## config.mk

```make
export PLATFORM = sky130hd
export DESIGN_NAME = dtc_unit
export DESIGN_NICKNAME = d
export VERILOG_FILES = /design/src/dtc_pkg.sv /design/src/dtc_tick.sv /design/src/dtc_unit.sv
export SDC_FILE = /design/constraint.sdc
export NUM_CORES = 1
export LEC_CHECK = 0
export ABC_AREA = 0
export BUFFER_PORTS_ARGS = -buffer_cell sky130_fd_sc_hd__buf_4
export CORE_ASPECT_RATIO = 1.4
export CORE_UTILIZATION = 52
export DETAILED_ROUTE_END_ITERATION = 7
export GPL_ROUTABILITY_DRIVEN = 0
export PLACE_DENSITY = 0.74
export SYNTH_ARGS = -nofsm -noshare
export SYNTH_HDL_FRONTEND = slang
export SYNTH_SLANG_ARGS = --single-unit
```

## constraint.sdc

```tcl
create_clock -name mclk_i -period 3.6 [get_ports mclk_i]
set_input_delay 0.72 -clock mclk_i [delete_from_list [all_inputs] [get_ports mclk_i]]
set_output_delay 0.72 -clock mclk_i [all_outputs]
set_load 0.005 [all_outputs]
```

## src/dtc_pkg.sv

```systemverilog
package dtc_pkg;
    // register byte offsets
    localparam logic [7:0] ADDR_MODE  = 8'h00;
    localparam logic [7:0] ADDR_CTRL  = 8'h04;
    localparam logic [7:0] ADDR_T0_LO = 8'h08;
    localparam logic [7:0] ADDR_T0_HI = 8'h0c;
    localparam logic [7:0] ADDR_T1_LO = 8'h10;
    localparam logic [7:0] ADDR_T1_HI = 8'h14;
    localparam logic [7:0] ADDR_CLK   = 8'h18;
    // mode register: timer 0 in bits 3:0, timer 1 in bits 7:4
    localparam int MODE_T1_SHIFT = 4;
    localparam int MODE_LO_POS   = 0;
    localparam int MODE_HI_POS   = 1;
    localparam int SRC_POS       = 2;
    localparam int GATE_POS      = 3;
    // control register
    localparam int T0_RUN_POS    = 4;
    localparam int T0_OVF_POS    = 5;
    localparam int T1_RUN_POS    = 6;
    localparam int T1_OVF_POS    = 7;
    localparam logic [7:0] CTRL_USED_MASK = 8'hf0;
    // clock configuration register
    localparam int T0_CLKSEL_POS = 0;
    localparam int T1_CLKSEL_POS = 1;
    localparam int X2_POS        = 2;
    // reset values
    localparam logic [7:0] MODE_RST  = 8'h00;
    localparam logic [7:0] CTRL_RST  = 8'h00;
    localparam logic [7:0] CLK_RST   = 8'h00;
    localparam logic [7:0] COUNT_RST = 8'h00;
    // timing: timer clocks per peripheral cycle
    localparam int PER_TICKS = 6;

    typedef enum logic [1:0] {
        MODE_13BIT  = 2'b00,
        MODE_16BIT  = 2'b01,
        MODE_RELOAD = 2'b10,
        MODE_SPLIT  = 2'b11
    } dtc_mode_t;
endpackage : dtc_pkg

```

## src/dtc_tick.sv

```systemverilog
module dtc_tick #(
    parameter int PER_TICKS = dtc_pkg::PER_TICKS
) (
    // clock and reset
    input  wire logic mclk_i,
    input  wire logic sys_rst_i,
    // configuration
    input  wire logic clk_sel_i,
    input  wire logic x2_i,
    // external count pin
    input  wire logic pin_i,
    // events
    output logic      pcycle_o,
    output logic      fall_o
);
    logic [2:0] cnt_reg;
    logic       div_reg;
    logic       smp_reg;
    logic       fall_reg;
    wire        tclk_en;
    wire        last;

    // timer clock is osc/2 unless x2 runs the peripheral clock at osc and clock select picks the peripheral clock
    assign tclk_en  = (clk_sel_i | ~x2_i) ? div_reg : 1'b1;
    assign last     = (cnt_reg == 3'(PER_TICKS - 1));
    assign pcycle_o = tclk_en & last;
    assign fall_o   = fall_reg;

    always_ff @(posedge mclk_i) begin
        if (sys_rst_i) begin
            div_reg  <= 1'b0;
            cnt_reg  <= 3'h0;
            smp_reg  <= 1'b0;
            fall_reg <= 1'b0;
        end else begin
            div_reg  <= ~div_reg;
            if (tclk_en)
                cnt_reg <= last ? 3'h0 : cnt_reg + 3'h1;
            // one sample per peripheral cycle, high then low counts
            fall_reg <= pcycle_o & smp_reg & ~pin_i;
            if (pcycle_o)
                smp_reg <= pin_i;
        end
    end
endmodule : dtc_tick

```

## src/dtc_unit.sv

```systemverilog
// Functional notes
// - two independent 16-bit timer/counters
// - low byte carries into high, high sets flag
// - run bit starts without clearing counts
// - source select picks peripheral clock or pin
// - timer advances once per six timer clocks
// - pin sampled each cycle, high-low counts
// - edge needs two cycles, max rate twelfth
// - clock select picks osc/2 or peripheral clock
// - timer 0 uses mode low nibble, control bits
// - gate bit lets gate pin enable counting
// - rollover to zero sets overflow flag
// - mode 0 five-bit prescaler feeds high byte
// - mode 0 low byte upper bits ignored
// - mode 1 cascades bytes into sixteen bits
// - mode 2 reloads low byte from high
// - mode 3 high byte uses timer 1 bits
// - timer 1 mode 3 halts and holds
module dtc_unit #(
    parameter int PER_TICKS = dtc_pkg::PER_TICKS
) (
    // clock and reset
    input  wire logic        mclk_i,
    input  wire logic        sys_rst_i,
    // apb slave
    input  wire logic        psel_i,
    input  wire logic        penable_i,
    input  wire logic        pwrite_i,
    input  wire logic [7:0]  paddr_i,
    input  wire logic [31:0] pwdata_i,
    output logic      [31:0] prdata_o,
    output logic             pready_o,
    output logic             pslverr_o,
    // external pins
    input  wire logic        timer0_count_pin_i,
    input  wire logic        timer1_count_pin_i,
    input  wire logic        timer0_gate_pin_i,
    input  wire logic        timer1_gate_pin_i,
    // interrupt acknowledge and requests
    input  wire logic [1:0]  irq_ack_i,
    output logic             timer0_overflow_flag_o,
    output logic             timer1_overflow_flag_o
);
    ////////////////////////////////////////////////////////////////////////////////
    // registers
    logic [7:0]  mode_reg;
    logic [7:0]  ctrl_reg;
    logic [7:0]  clk_reg;
    logic [7:0]  t0_lo_reg;
    logic [7:0]  t0_hi_reg;
    logic [7:0]  t1_lo_reg;
    logic [7:0]  t1_hi_reg;
    logic [31:0] prdata_reg;
    logic [7:0]  ctrl_next;
    logic [7:0]  t0_hi_next;

    // one counting step: returns {overflow, high, low}
    function automatic logic [16:0] step(input dtc_pkg::dtc_mode_t m,
                                         input logic [7:0] hi, input logic [7:0] lo);
        logic [16:0] r;
        logic [5:0]  p;
        r = {1'b0, hi, lo};
        p = {1'b0, lo[4:0]} + 6'h01;
        unique case (m)
            dtc_pkg::MODE_13BIT: begin
                // upper three low bits are left alone and never counted
                r[4:0] = p[4:0];
                if (p[5])
                    r[16:8] = {1'b0, hi} + 9'h001;
            end
            dtc_pkg::MODE_16BIT: r = {1'b0, hi, lo} + 17'h00001;
            dtc_pkg::MODE_RELOAD: begin
                r[7:0] = lo + 8'h01;
                if (lo == 8'hff) begin
                    r[7:0] = hi;
                    r[16]  = 1'b1;
                end
            end
            dtc_pkg::MODE_SPLIT: begin
                r[7:0] = lo + 8'h01;
                r[16]  = (lo == 8'hff);
            end
        endcase
        return r;
    endfunction : step

    ////////////////////////////////////////////////////////////////////////////////
    // apb decode
    wire setup   = psel_i & ~penable_i;
    wire access  = psel_i & penable_i;
    wire wr_en   = access & pwrite_i;
    wire hit_mode = (paddr_i == dtc_pkg::ADDR_MODE);
    wire hit_ctrl = (paddr_i == dtc_pkg::ADDR_CTRL);
    wire hit_t0l  = (paddr_i == dtc_pkg::ADDR_T0_LO);
    wire hit_t0h  = (paddr_i == dtc_pkg::ADDR_T0_HI);
    wire hit_t1l  = (paddr_i == dtc_pkg::ADDR_T1_LO);
    wire hit_t1h  = (paddr_i == dtc_pkg::ADDR_T1_HI);
    wire hit_clk  = (paddr_i == dtc_pkg::ADDR_CLK);
    wire hit_any  = hit_mode | hit_ctrl | hit_t0l | hit_t0h | hit_t1l | hit_t1h | hit_clk;
    wire wr_ctrl  = wr_en & hit_ctrl;
    wire wr_t0l   = wr_en & hit_t0l;
    wire wr_t0h   = wr_en & hit_t0h;
    wire wr_t1l   = wr_en & hit_t1l;
    wire wr_t1h   = wr_en & hit_t1h;
    wire [7:0] wbyte = pwdata_i[7:0];

    wire [7:0] rd_byte = hit_mode ? mode_reg
                       : hit_ctrl ? (ctrl_reg & dtc_pkg::CTRL_USED_MASK)
                       : hit_t0l  ? t0_lo_reg
                       : hit_t0h  ? t0_hi_reg
                       : hit_t1l  ? t1_lo_reg
                       : hit_t1h  ? t1_hi_reg
                       : hit_clk  ? clk_reg
                       : 8'h00;

    assign pready_o  = 1'b1;
    assign pslverr_o = access & ~hit_any;
    assign prdata_o  = prdata_reg;

    ////////////////////////////////////////////////////////////////////////////////
    // control fields
    wire [3:0] t0_cfg = mode_reg[3:0];
    wire [3:0] t1_cfg = mode_reg[dtc_pkg::MODE_T1_SHIFT +: 4];
    wire dtc_pkg::dtc_mode_t t0_mode = dtc_pkg::dtc_mode_t'(t0_cfg[1:0]);
    wire dtc_pkg::dtc_mode_t t1_mode = dtc_pkg::dtc_mode_t'(t1_cfg[1:0]);
    wire t0_run   = ctrl_reg[dtc_pkg::T0_RUN_POS];
    wire t1_run   = ctrl_reg[dtc_pkg::T1_RUN_POS];
    wire t0_split = (t0_mode == dtc_pkg::MODE_SPLIT);
    wire x2       = clk_reg[dtc_pkg::X2_POS];

    // gate bit clear: run bit alone; set: gate pin too
    wire t0_enable = t0_run & (~t0_cfg[dtc_pkg::GATE_POS] | timer0_gate_pin_i);
    wire t1_enable = t1_run & (~t1_cfg[dtc_pkg::GATE_POS] | timer1_gate_pin_i);

    ////////////////////////////////////////////////////////////////////////////////
    // peripheral cycle and pin sampling per timer
    logic pcyc0;
    logic pcyc1;
    logic fall0;
    logic fall1;

    dtc_tick #(.PER_TICKS(PER_TICKS)) u_tick0 (
        .mclk_i    (mclk_i),
        .sys_rst_i (sys_rst_i),
        .clk_sel_i (clk_reg[dtc_pkg::T0_CLKSEL_POS]),
        .x2_i      (x2),
        .pin_i     (timer0_count_pin_i),
        .pcycle_o  (pcyc0),
        .fall_o    (fall0)
    );

    dtc_tick #(.PER_TICKS(PER_TICKS)) u_tick1 (
        .mclk_i    (mclk_i),
        .sys_rst_i (sys_rst_i),
        .clk_sel_i (clk_reg[dtc_pkg::T1_CLKSEL_POS]),
        .x2_i      (x2),
        .pin_i     (timer1_count_pin_i),
        .pcycle_o  (pcyc1),
        .fall_o    (fall1)
    );

    ////////////////////////////////////////////////////////////////////////////////
    // counting
    wire t0_evt = t0_cfg[dtc_pkg::SRC_POS] ? fall0 : pcyc0;
    wire t1_evt = t1_cfg[dtc_pkg::SRC_POS] ? fall1 : pcyc1;
    wire t0_inc = t0_enable & t0_evt;
    // timer 1 in its own mode 3 is frozen whatever its run bit says
    wire t1_inc = t1_enable & t1_evt & (t1_mode != dtc_pkg::MODE_SPLIT);
    // split high byte: always timer clock, borrows timer 1 run bit
    wire t0h_inc = t0_split & t1_run & pcyc0;

    wire [16:0] t0_res = step(t0_mode, t0_hi_reg, t0_lo_reg);
    wire [16:0] t1_res = step(t1_mode, t1_hi_reg, t1_lo_reg);
    wire        t0_ovf  = t0_inc & t0_res[16];
    wire        t0h_ovf = t0h_inc & (t0_hi_reg == 8'hff);
    // timer 1 loses its flag to the split high byte
    wire        t1_ovf  = t1_inc & t1_res[16] & ~t0_split;

    // hardware set wins over acknowledge and software write
    always_comb begin
        ctrl_next = wr_ctrl ? (wbyte & dtc_pkg::CTRL_USED_MASK) : ctrl_reg;
        if (!wr_ctrl && irq_ack_i[0])
            ctrl_next[dtc_pkg::T0_OVF_POS] = 1'b0;
        if (!wr_ctrl && irq_ack_i[1])
            ctrl_next[dtc_pkg::T1_OVF_POS] = 1'b0;
        if (t0_ovf)
            ctrl_next[dtc_pkg::T0_OVF_POS] = 1'b1;
        if (t0h_ovf | t1_ovf)
            ctrl_next[dtc_pkg::T1_OVF_POS] = 1'b1;
    end

    always_comb begin
        t0_hi_next = t0_hi_reg;
        if (wr_t0h)
            t0_hi_next = wbyte;
        else if (t0h_inc)
            t0_hi_next = t0_hi_reg + 8'h01;
        else if (t0_inc && !t0_split)
            t0_hi_next = t0_res[15:8];
    end

    assign timer0_overflow_flag_o = ctrl_reg[dtc_pkg::T0_OVF_POS];
    assign timer1_overflow_flag_o = ctrl_reg[dtc_pkg::T1_OVF_POS];

    ////////////////////////////////////////////////////////////////////////////////
    // state
    always_ff @(posedge mclk_i) begin
        if (sys_rst_i) begin
            mode_reg   <= dtc_pkg::MODE_RST;
            ctrl_reg   <= dtc_pkg::CTRL_RST;
            clk_reg    <= dtc_pkg::CLK_RST;
            t0_lo_reg  <= dtc_pkg::COUNT_RST;
            t0_hi_reg  <= dtc_pkg::COUNT_RST;
            t1_lo_reg  <= dtc_pkg::COUNT_RST;
            t1_hi_reg  <= dtc_pkg::COUNT_RST;
            prdata_reg <= 32'h0000_0000;
        end else begin
            if (setup)
                prdata_reg <= {24'h00_0000, rd_byte};
            if (wr_en && hit_mode)
                mode_reg <= wbyte;
            if (wr_en && hit_clk)
                clk_reg <= wbyte & 8'h07;
            ctrl_reg  <= ctrl_next;
            t0_hi_reg <= t0_hi_next;
            // a software preset wins over a count in the same cycle
            if (wr_t0l)
                t0_lo_reg <= wbyte;
            else if (t0_inc)
                t0_lo_reg <= t0_res[7:0];
            if (wr_t1l)
                t1_lo_reg <= wbyte;
            else if (t1_inc)
                t1_lo_reg <= t1_res[7:0];
            if (wr_t1h)
                t1_hi_reg <= wbyte;
            else if (t1_inc)
                t1_hi_reg <= t1_res[15:8];
        end
    end

    wire t0_nowr = !wr_t0l && !wr_t0h;
endmodule : dtc_unit

```

==> results of run 1 <==
[cell usage in the layout (no fill, tap or decap), types with 6 or more instances in the layout]
cell type,Yosys,final
a211oi_1,16,16
a21oi_1,27,27
a221oi_1,9,9
and3_1,9,9
buf_4,25,43
clkbuf_16,0,9
conb_1,2,25
dfxtp_1,67,67
ha_1,8,8
inv_1,13,13
mux2i_1,26,26
nand2_1,46,46
nand2b_1,8,8
nand3_1,25,25
nand3b_1,8,8
nand4_1,12,12
nor2_1,59,59
nor2b_1,6,6
nor3_1,18,17
nor3b_1,7,7
o21ai_0,25,25
o21ai_1,19,19
o31ai_1,6,6
or3_1,9,9
xnor2_1,7,7
[worst max-delay path, stage by stage]
cell,delay (ns)
buf_4,0.12
nor3b_1,0.52
nand4_1,0.56
nor2b_1,0.34
a32o_1,0.28
a31oi_1,0.14
o31ai_1,0.09
[power breakdown]
group / switching (W) / internal, W
Sequential: 0.00000667 / 0.000749
Combinational: 0.0000728 / 0.0000440
Clock: 0.000340 / 0.000646
Total: 0.000420 / 0.00144
[logic make-up (layout without fill, tap and decap cells)]
kind of cell | Yosys count | in the layout | synth area share
flops | 67 | 67 | 0.297
mux | 27 | 27 | 0.0600
xor+xnor | 11 | 11 | 0.0213
compound gates | 158 | 158 | 0.244
other cells | 2 | 25 | 0.00166
fa+ha+maj | 8 | 8 | 0.0221
buf+inv | 71 | 73 | 0.0822
simple gates | 234 | 234 | 0.272
[routing by layer]
metal	vias up	global-route usage	wire length, microns
li1	2145	-	-
met1	2177	0.375	5120
met2	267	0.495	6650
met3	48	0.0618	1100
met4	0	0.211	715
met5	-	0	0
[worst max path at each step]
stage,start,end,slack [ns],depth (start not counted)
floorplan,paddr_i[2],pslverr_o,1.18,5
global placement,paddr_i[1],t0_hi_reg[4]$_SDFFE_PP0P_,0.80,7
detailed placement,paddr_i[1],t0_hi_reg[4]$_SDFFE_PP0P_,0.76,7
CTS,paddr_i[5],pslverr_o,1.07,6
global route,paddr_i[1],t0_hi_reg[4]$_SDFFE_PP0P_,0.83,7
finish,paddr_i[1],t0_hi_reg[4]$_SDFFE_PP0P_,1.05,7
[layout make-up]
| type | instances | share of cell area |
|---|---|---|
| Tap cell | 102 | 0.0251 |
| Multi-Input combinational cell | 463 | 0.571 |
| Inverter | 14 | 0.0103 |
| Timing Repair Buffer | 43 | 0.0634 |
| Sequential cell | 67 | 0.264 |
| Clock buffer | 11 | 0.0497 |
| Clock inverter | 5 | 0.0165 |
[through the flow]
step           hold WS [ns]   util  total power [W]  setup slack [ns]  cells
2_1_floorplan         0.430      -         0.000848              1.18    601
3_3_place_gp          0.450  0.573         0.000883             0.804    689
3_5_place_dp          0.460  0.573         0.000886             0.765    689
4_1_cts               0.473  0.613          0.00187              1.07    705
5_1_grt               0.504  0.613          0.00192             0.826    705
6_report              0.473  0.613          0.00186              1.05    705
==> impl_metrics.csv, run 1 <==
group,metric,value,unit
clock_tree,hold_buffers,0,
clock_tree,path_clk_slew,0.06,ns
logic_synthesis,yosys-top-cells-count,"dfxtp_1, nor2_1, nand2_1",
clock_tree,cts.path.max_buffers,2,
power_and_ir_drop,p_leak,1.76,nW
layout,regArea,1340,sq um
timing,slew_headroom,0.489,
logic_synthesis,synthArstFlopShare,0,
min_path,worstHoldPathType,"reg -> reg",
drt,wire_per_inst,19.3,microns
flow_run,cap_violations,0,
clock_tree,htreeDepth,3,
setup_path,startpoint_type,"input port",
floorplanning,initial_utilization,0.545,
setup_path,crit_type,"in -> reg",
floorplanning,placementRows,39,
floorplanning,die_width,80.8,microns
setup_path,crit_required,3.82,ns
placement,dp.final_hpwl,9.88,mm
floorplanning,num_io_pins,87,
min_path,whs_endpoint,"u_tick1.cnt_reg[1]$_SDFFE_PP0N_",
timing,fin_skew,0.00632,ns
min_path,hold_depth,2,
timing,period_minus_slack,2.55,ns
clock_tree,post-cts-setup-buffers,0,
setup_path,ff2ff_path_depth,7,
clock_tree,root_buffer,"clkbuf_16",
timing,fmax,391,MHz
drt,drc,0,
floorplanning,die_y,112,microns
power_and_ir_drop,ir_drop,0.226,mV
logic_synthesis,yosys_warnings,0,
drt,postRouteAntennaNets,0,
logic_synthesis,synthCells,578,
layout,fillCellCount,774,
layout,syn_to_final_growth,12.5,%
grt,grt_start_max_net_pins,71,
placement,placedInstanceArea,4750,sq um
timing,fin_tns_setup,0,ns
logic_synthesis,synth_area_per_cell,7.83,sq um
logic_synthesis,synthTopCellsByArea,"dfxtp_1, mux2i_1, nor2_1",
clock_tree,cts_resized,0,
drt,routed_wl,13.6,mm
logic_synthesis,netlist-cell-type-count,76,
power_and_ir_drop,powerDensity,365,nW/um^2
setup_path,end_kind,"register",
setup_path,r2r_start,"mode_reg[1]$_SDFFE_PP0P_",
layout,drive_gt1_frac,0.124,
setup_path,reg2reg_slack,1.18,ns
logic_synthesis,ys_seq_area_frac,0.297,
layout,stdcell_area,5090,sq um
clock_tree,cts.sinks,67,
timing,slew_viol_final,0,
drt,num_vias,4637,
grt,grt_overflow,0,
drt,viasPerCell,6.58,
clock_tree,clock_latency,0.34,ns
setup_path,r2r_end,"t0_hi_reg[6]$_SDFFE_PP0P_",
drt,dr.pass1.iters,5,
setup_path,cp_max_fo,12,
timing,worstMarginPinSlew,0.760,ns
drt,drtIter0Drc,499,
logic_synthesis,synthFlopType,"dfxtp_1",
logic_synthesis,yosys.cell_count.top_type,"dfxtp_1",
timing,rsz0062_at_grt,"false",
floorplanning,dieArea,9080,sq um
grt,grt_usage,0.313,
clock_tree,cts_buffers,9,
logic_synthesis,yosysTopAreaCellShare,0.297,
clock_tree,cts_tree,"done",
grt,grt_pass1_vias,4198,
setup_path,arrival,2.78,ns
layout,multi_input_area,2910,sq um
grt,antenna_found_initial,0,
floorplanning,core_region_area,8300,sq um
placement,portBuffers,37,
timing,final-hold-violation-count,0,
run_status,status,"complete, no violations",
layout,finalNetCount,657,
logic_synthesis,synth_area,4520,sq um
logic_synthesis,synth-seq-cells,67,
layout,antennaDiodeCount,0,
timing,final-setup-viol-count,0,
min_path,hp-start,"u_tick1.cnt_reg[1]$_SDFFE_PP0N_",
logic_synthesis,synth_edf_count,0,
grt,grt_pass1_wl,21.4,mm
logic_synthesis,synth_top_area_cell,"dfxtp_1",
timing,finalCritPeriodShare,0.710,
No activity file was read; power rests on OpenSTA's default activity.
==> inputs of run 2 (changes only) <==
==> constraint.sdc (replaced) <==
create_clock -name mclk_i -period 2.4 [get_ports mclk_i]
set_input_delay 0.48 -clock mclk_i [delete_from_list [all_inputs] [get_ports mclk_i]]
set_output_delay 0.48 -clock mclk_i [all_outputs]
set_load 0.005 [all_outputs]
==> impl_metrics.csv, run 2 (synthesis results as in run 1) <==
group,metric,value,unit
layout,finalNetCount,680,
placement,placedInstanceArea,4920,sq um
layout,stdcell_area,5270,sq um
clock_tree,hold_buffers,0,
layout,antennaDiodeCount,0,
timing,rsz0062_at_grt,"false",
grt,grt_start_max_net_pins,46,
drt,viasPerCell,6.60,
timing,slew_headroom,0.611,
floorplanning,placementRows,39,
timing,fin_tns_setup,0,ns
grt,grt_pass1_wl,22.7,mm
flow_run,cap_violations,0,
floorplanning,core_region_area,8300,sq um
grt,grt_pass1_vias,4509,
layout,fillCellCount,729,
power_and_ir_drop,pwr-share-comb,0.065,
power_and_ir_drop,p_seq_frac,0.409,
setup_path,end_kind,"register",
placement,place_ws,0.188,ns
drt,num_vias,4804,
clock_tree,cts_buffers,9,
drt,drc,0,
layout,final_cells,728,
min_path,hold_depth,2,
setup_path,ff2ff_path_depth,8,
setup_path,startpoint_type,"register",
clock_tree,path_clk_slew,0.05,ns
grt,grt_overflow,0,
timing,slew_viol_final,0,
setup_path,crit_required,2.61,ns
clock_tree,cts.sinks,67,
floorplanning,die_y,112,microns
power_and_ir_drop,p_sw,0.000615,W
clock_tree,root_buffer,"clkbuf_16",
drt,wire_per_inst,19.9,microns
layout,regArea,1340,sq um
grt,antenna_found_initial,0,
timing,period_minus_slack,2.25,ns
placement,dp.final_hpwl,10.5,mm
power_and_ir_drop,p_int,0.00216,W
drt,postRouteAntennaNets,0,
timing,finalCritPeriodShare,0.937,
floorplanning,num_io_pins,87,
layout,drive_gt1_frac,0.160,
layout,syn_to_final_growth,16.5,%
power_and_ir_drop,p_sw_frac,0.222,
setup_path,r2r_start,"mode_reg[1]$_SDFFE_PP0P_",
clock_tree,htreeDepth,3,
timing,final-hold-violation-count,0,
timing,setup_ws,0.152,ns
floorplanning,dieArea,9080,sq um
placement,portBuffers,37,
drt,routed_wl,14.5,mm
clock_tree,clock_latency,0.34,ns
clock_tree,cts_tree,"done",
drt,drtIter0Drc,535,
setup_path,crit_type,"reg -> reg",
floorplanning,initial_utilization,0.545,
clock_tree,cts.path.max_buffers,2,
setup_path,arrival,2.46,ns
layout,layout_common_cells,"dfxtp_1, buf_4, nor2_1",
timing,worstMarginPinSlew,0.583,ns
timing,fmax,445,MHz
placement,dp_cells,712,
timing,fin_skew,0.00485,ns
setup_path,reg2reg_slack,0.15,ns
run_status,status,"complete, no violations",
grt,grt_usage,0.333,
setup_path,cp_max_fo,6,
drt,dr.pass1.iters,5,
power_and_ir_drop,p_leak,1.88,nW
setup_path,r2r_end,"t0_lo_reg[0]$_SDFFE_PP0P_",
power_and_ir_drop,ir_drop,0.350,mV
layout,multi_input_area,2920,sq um
min_path,worstHoldPathType,"in -> reg",
min_path,hp-start,"timer1_count_pin_i",
floorplanning,die_width,80.8,microns
timing,final-setup-viol-count,0,
power_and_ir_drop,powerDensity,526,nW/um^2
min_path,whs_endpoint,"u_tick1.fall_o$_SDFF_PP0_",
power_and_ir_drop,clkPwrFrac,0.526,
power_and_ir_drop,report.power.total,0.00277,W
==> run 2: cell types whose count changed in the layout (fill, tap and decap cells not counted), sizes merged <==
| cell | previous run | this run |
|---|---|---|
| buf | 43 | 66 |
| clkbuf | 11 | 12 |
| clkinv | 0 | 1 |
| clkinvlp | 2 | 1 |
| inv | 15 | 14 |
==> run 2: through the flow <==
stage               utilization  hold slack (ns)
finish                    0.635            0.311
global route              0.635            0.310
CTS                       0.633            0.303
detailed placement        0.594            0.456
global placement          0.594            0.451
floorplan                     -            0.430
==> run 2: power groups by stage <==
stage | Clock [W] | Sequential [W] | Combinational (W)
CTS | 0.00147 | 0.00113 | 0.000176
global route | 0.00152 | 0.00113 | 0.000192
finish | 0.00146 | 0.00113 | 0.000180
detailed placement | 0 | 0.00116 | 0.000174
floorplan | 0 | 0.00116 | 0.000115
global placement | 0 | 0.00116 | 0.000171
==> run 2: worst max-delay path, stage by stage, from the launching register on <==
cell and delay [ns]:
dfxtp_1 0.42, inv_1 0.09, ha_1 0.22, buf_4 0.16
or3_1 0.41, a21oi_1 0.39, nor2_1 0.08, a211oi_1 0.23
o22ai_1 0.12
==> run 2: area by class of cell <==
type | count | share of cell area
Multi-Input combinational cell | 463 | 0.555
Sequential cell | 67 | 0.255
Timing Repair Buffer | 66 | 0.0940
Clock buffer | 12 | 0.0487
Tap cell | 102 | 0.0242
Clock inverter | 4 | 0.0138
Inverter | 14 | 0.00997
==> run 2: worst max-delay path by stage <==
stage	start	to	slack, ns	depth (start not counted)
6_report	mode_reg[1]$_SDFFE_PP0P_	t0_lo_reg[0]$_SDFFE_PP0P_	0.15	8
5_1_grt	mode_reg[1]$_SDFFE_PP0P_	t0_lo_reg[2]$_SDFFE_PP0P_	0.005	8
4_1_cts	mode_reg[0]$_SDFFE_PP0P_	t0_hi_reg[4]$_SDFFE_PP0P_	0.15	7
3_5_place_dp	mode_reg[1]$_SDFFE_PP0P_	t0_lo_reg[0]$_SDFFE_PP0P_	0.19	8
3_3_place_gp	mode_reg[0]$_SDFFE_PP0P_	t0_hi_reg[6]$_SDFFE_PP0P_	0.21	6
2_1_floorplan	mode_reg[1]$_SDFFE_PP0P_	t0_hi_reg[6]$_SDFFE_PP0P_	0.45	7
==> run 2: routing by layer <==
metal  share of wire  vias up  global-route usage  wire (microns)
met5               0        -                   0               0
met4           0.067        0               0.256             964
met3           0.079       87              0.0780            1140
met2            0.48      306               0.528            6940
met1            0.38     2235               0.378            5430
li1                -     2176                   -               -
==> run 2: what timing repair did <==
action | 4_1_cts | 5_1_grt
endpoints found under the setup margin | 0 | 5
resized for setup | 0 | 4
setup buffers | 0 | 0
hold endpoints to repair | 0 | 0
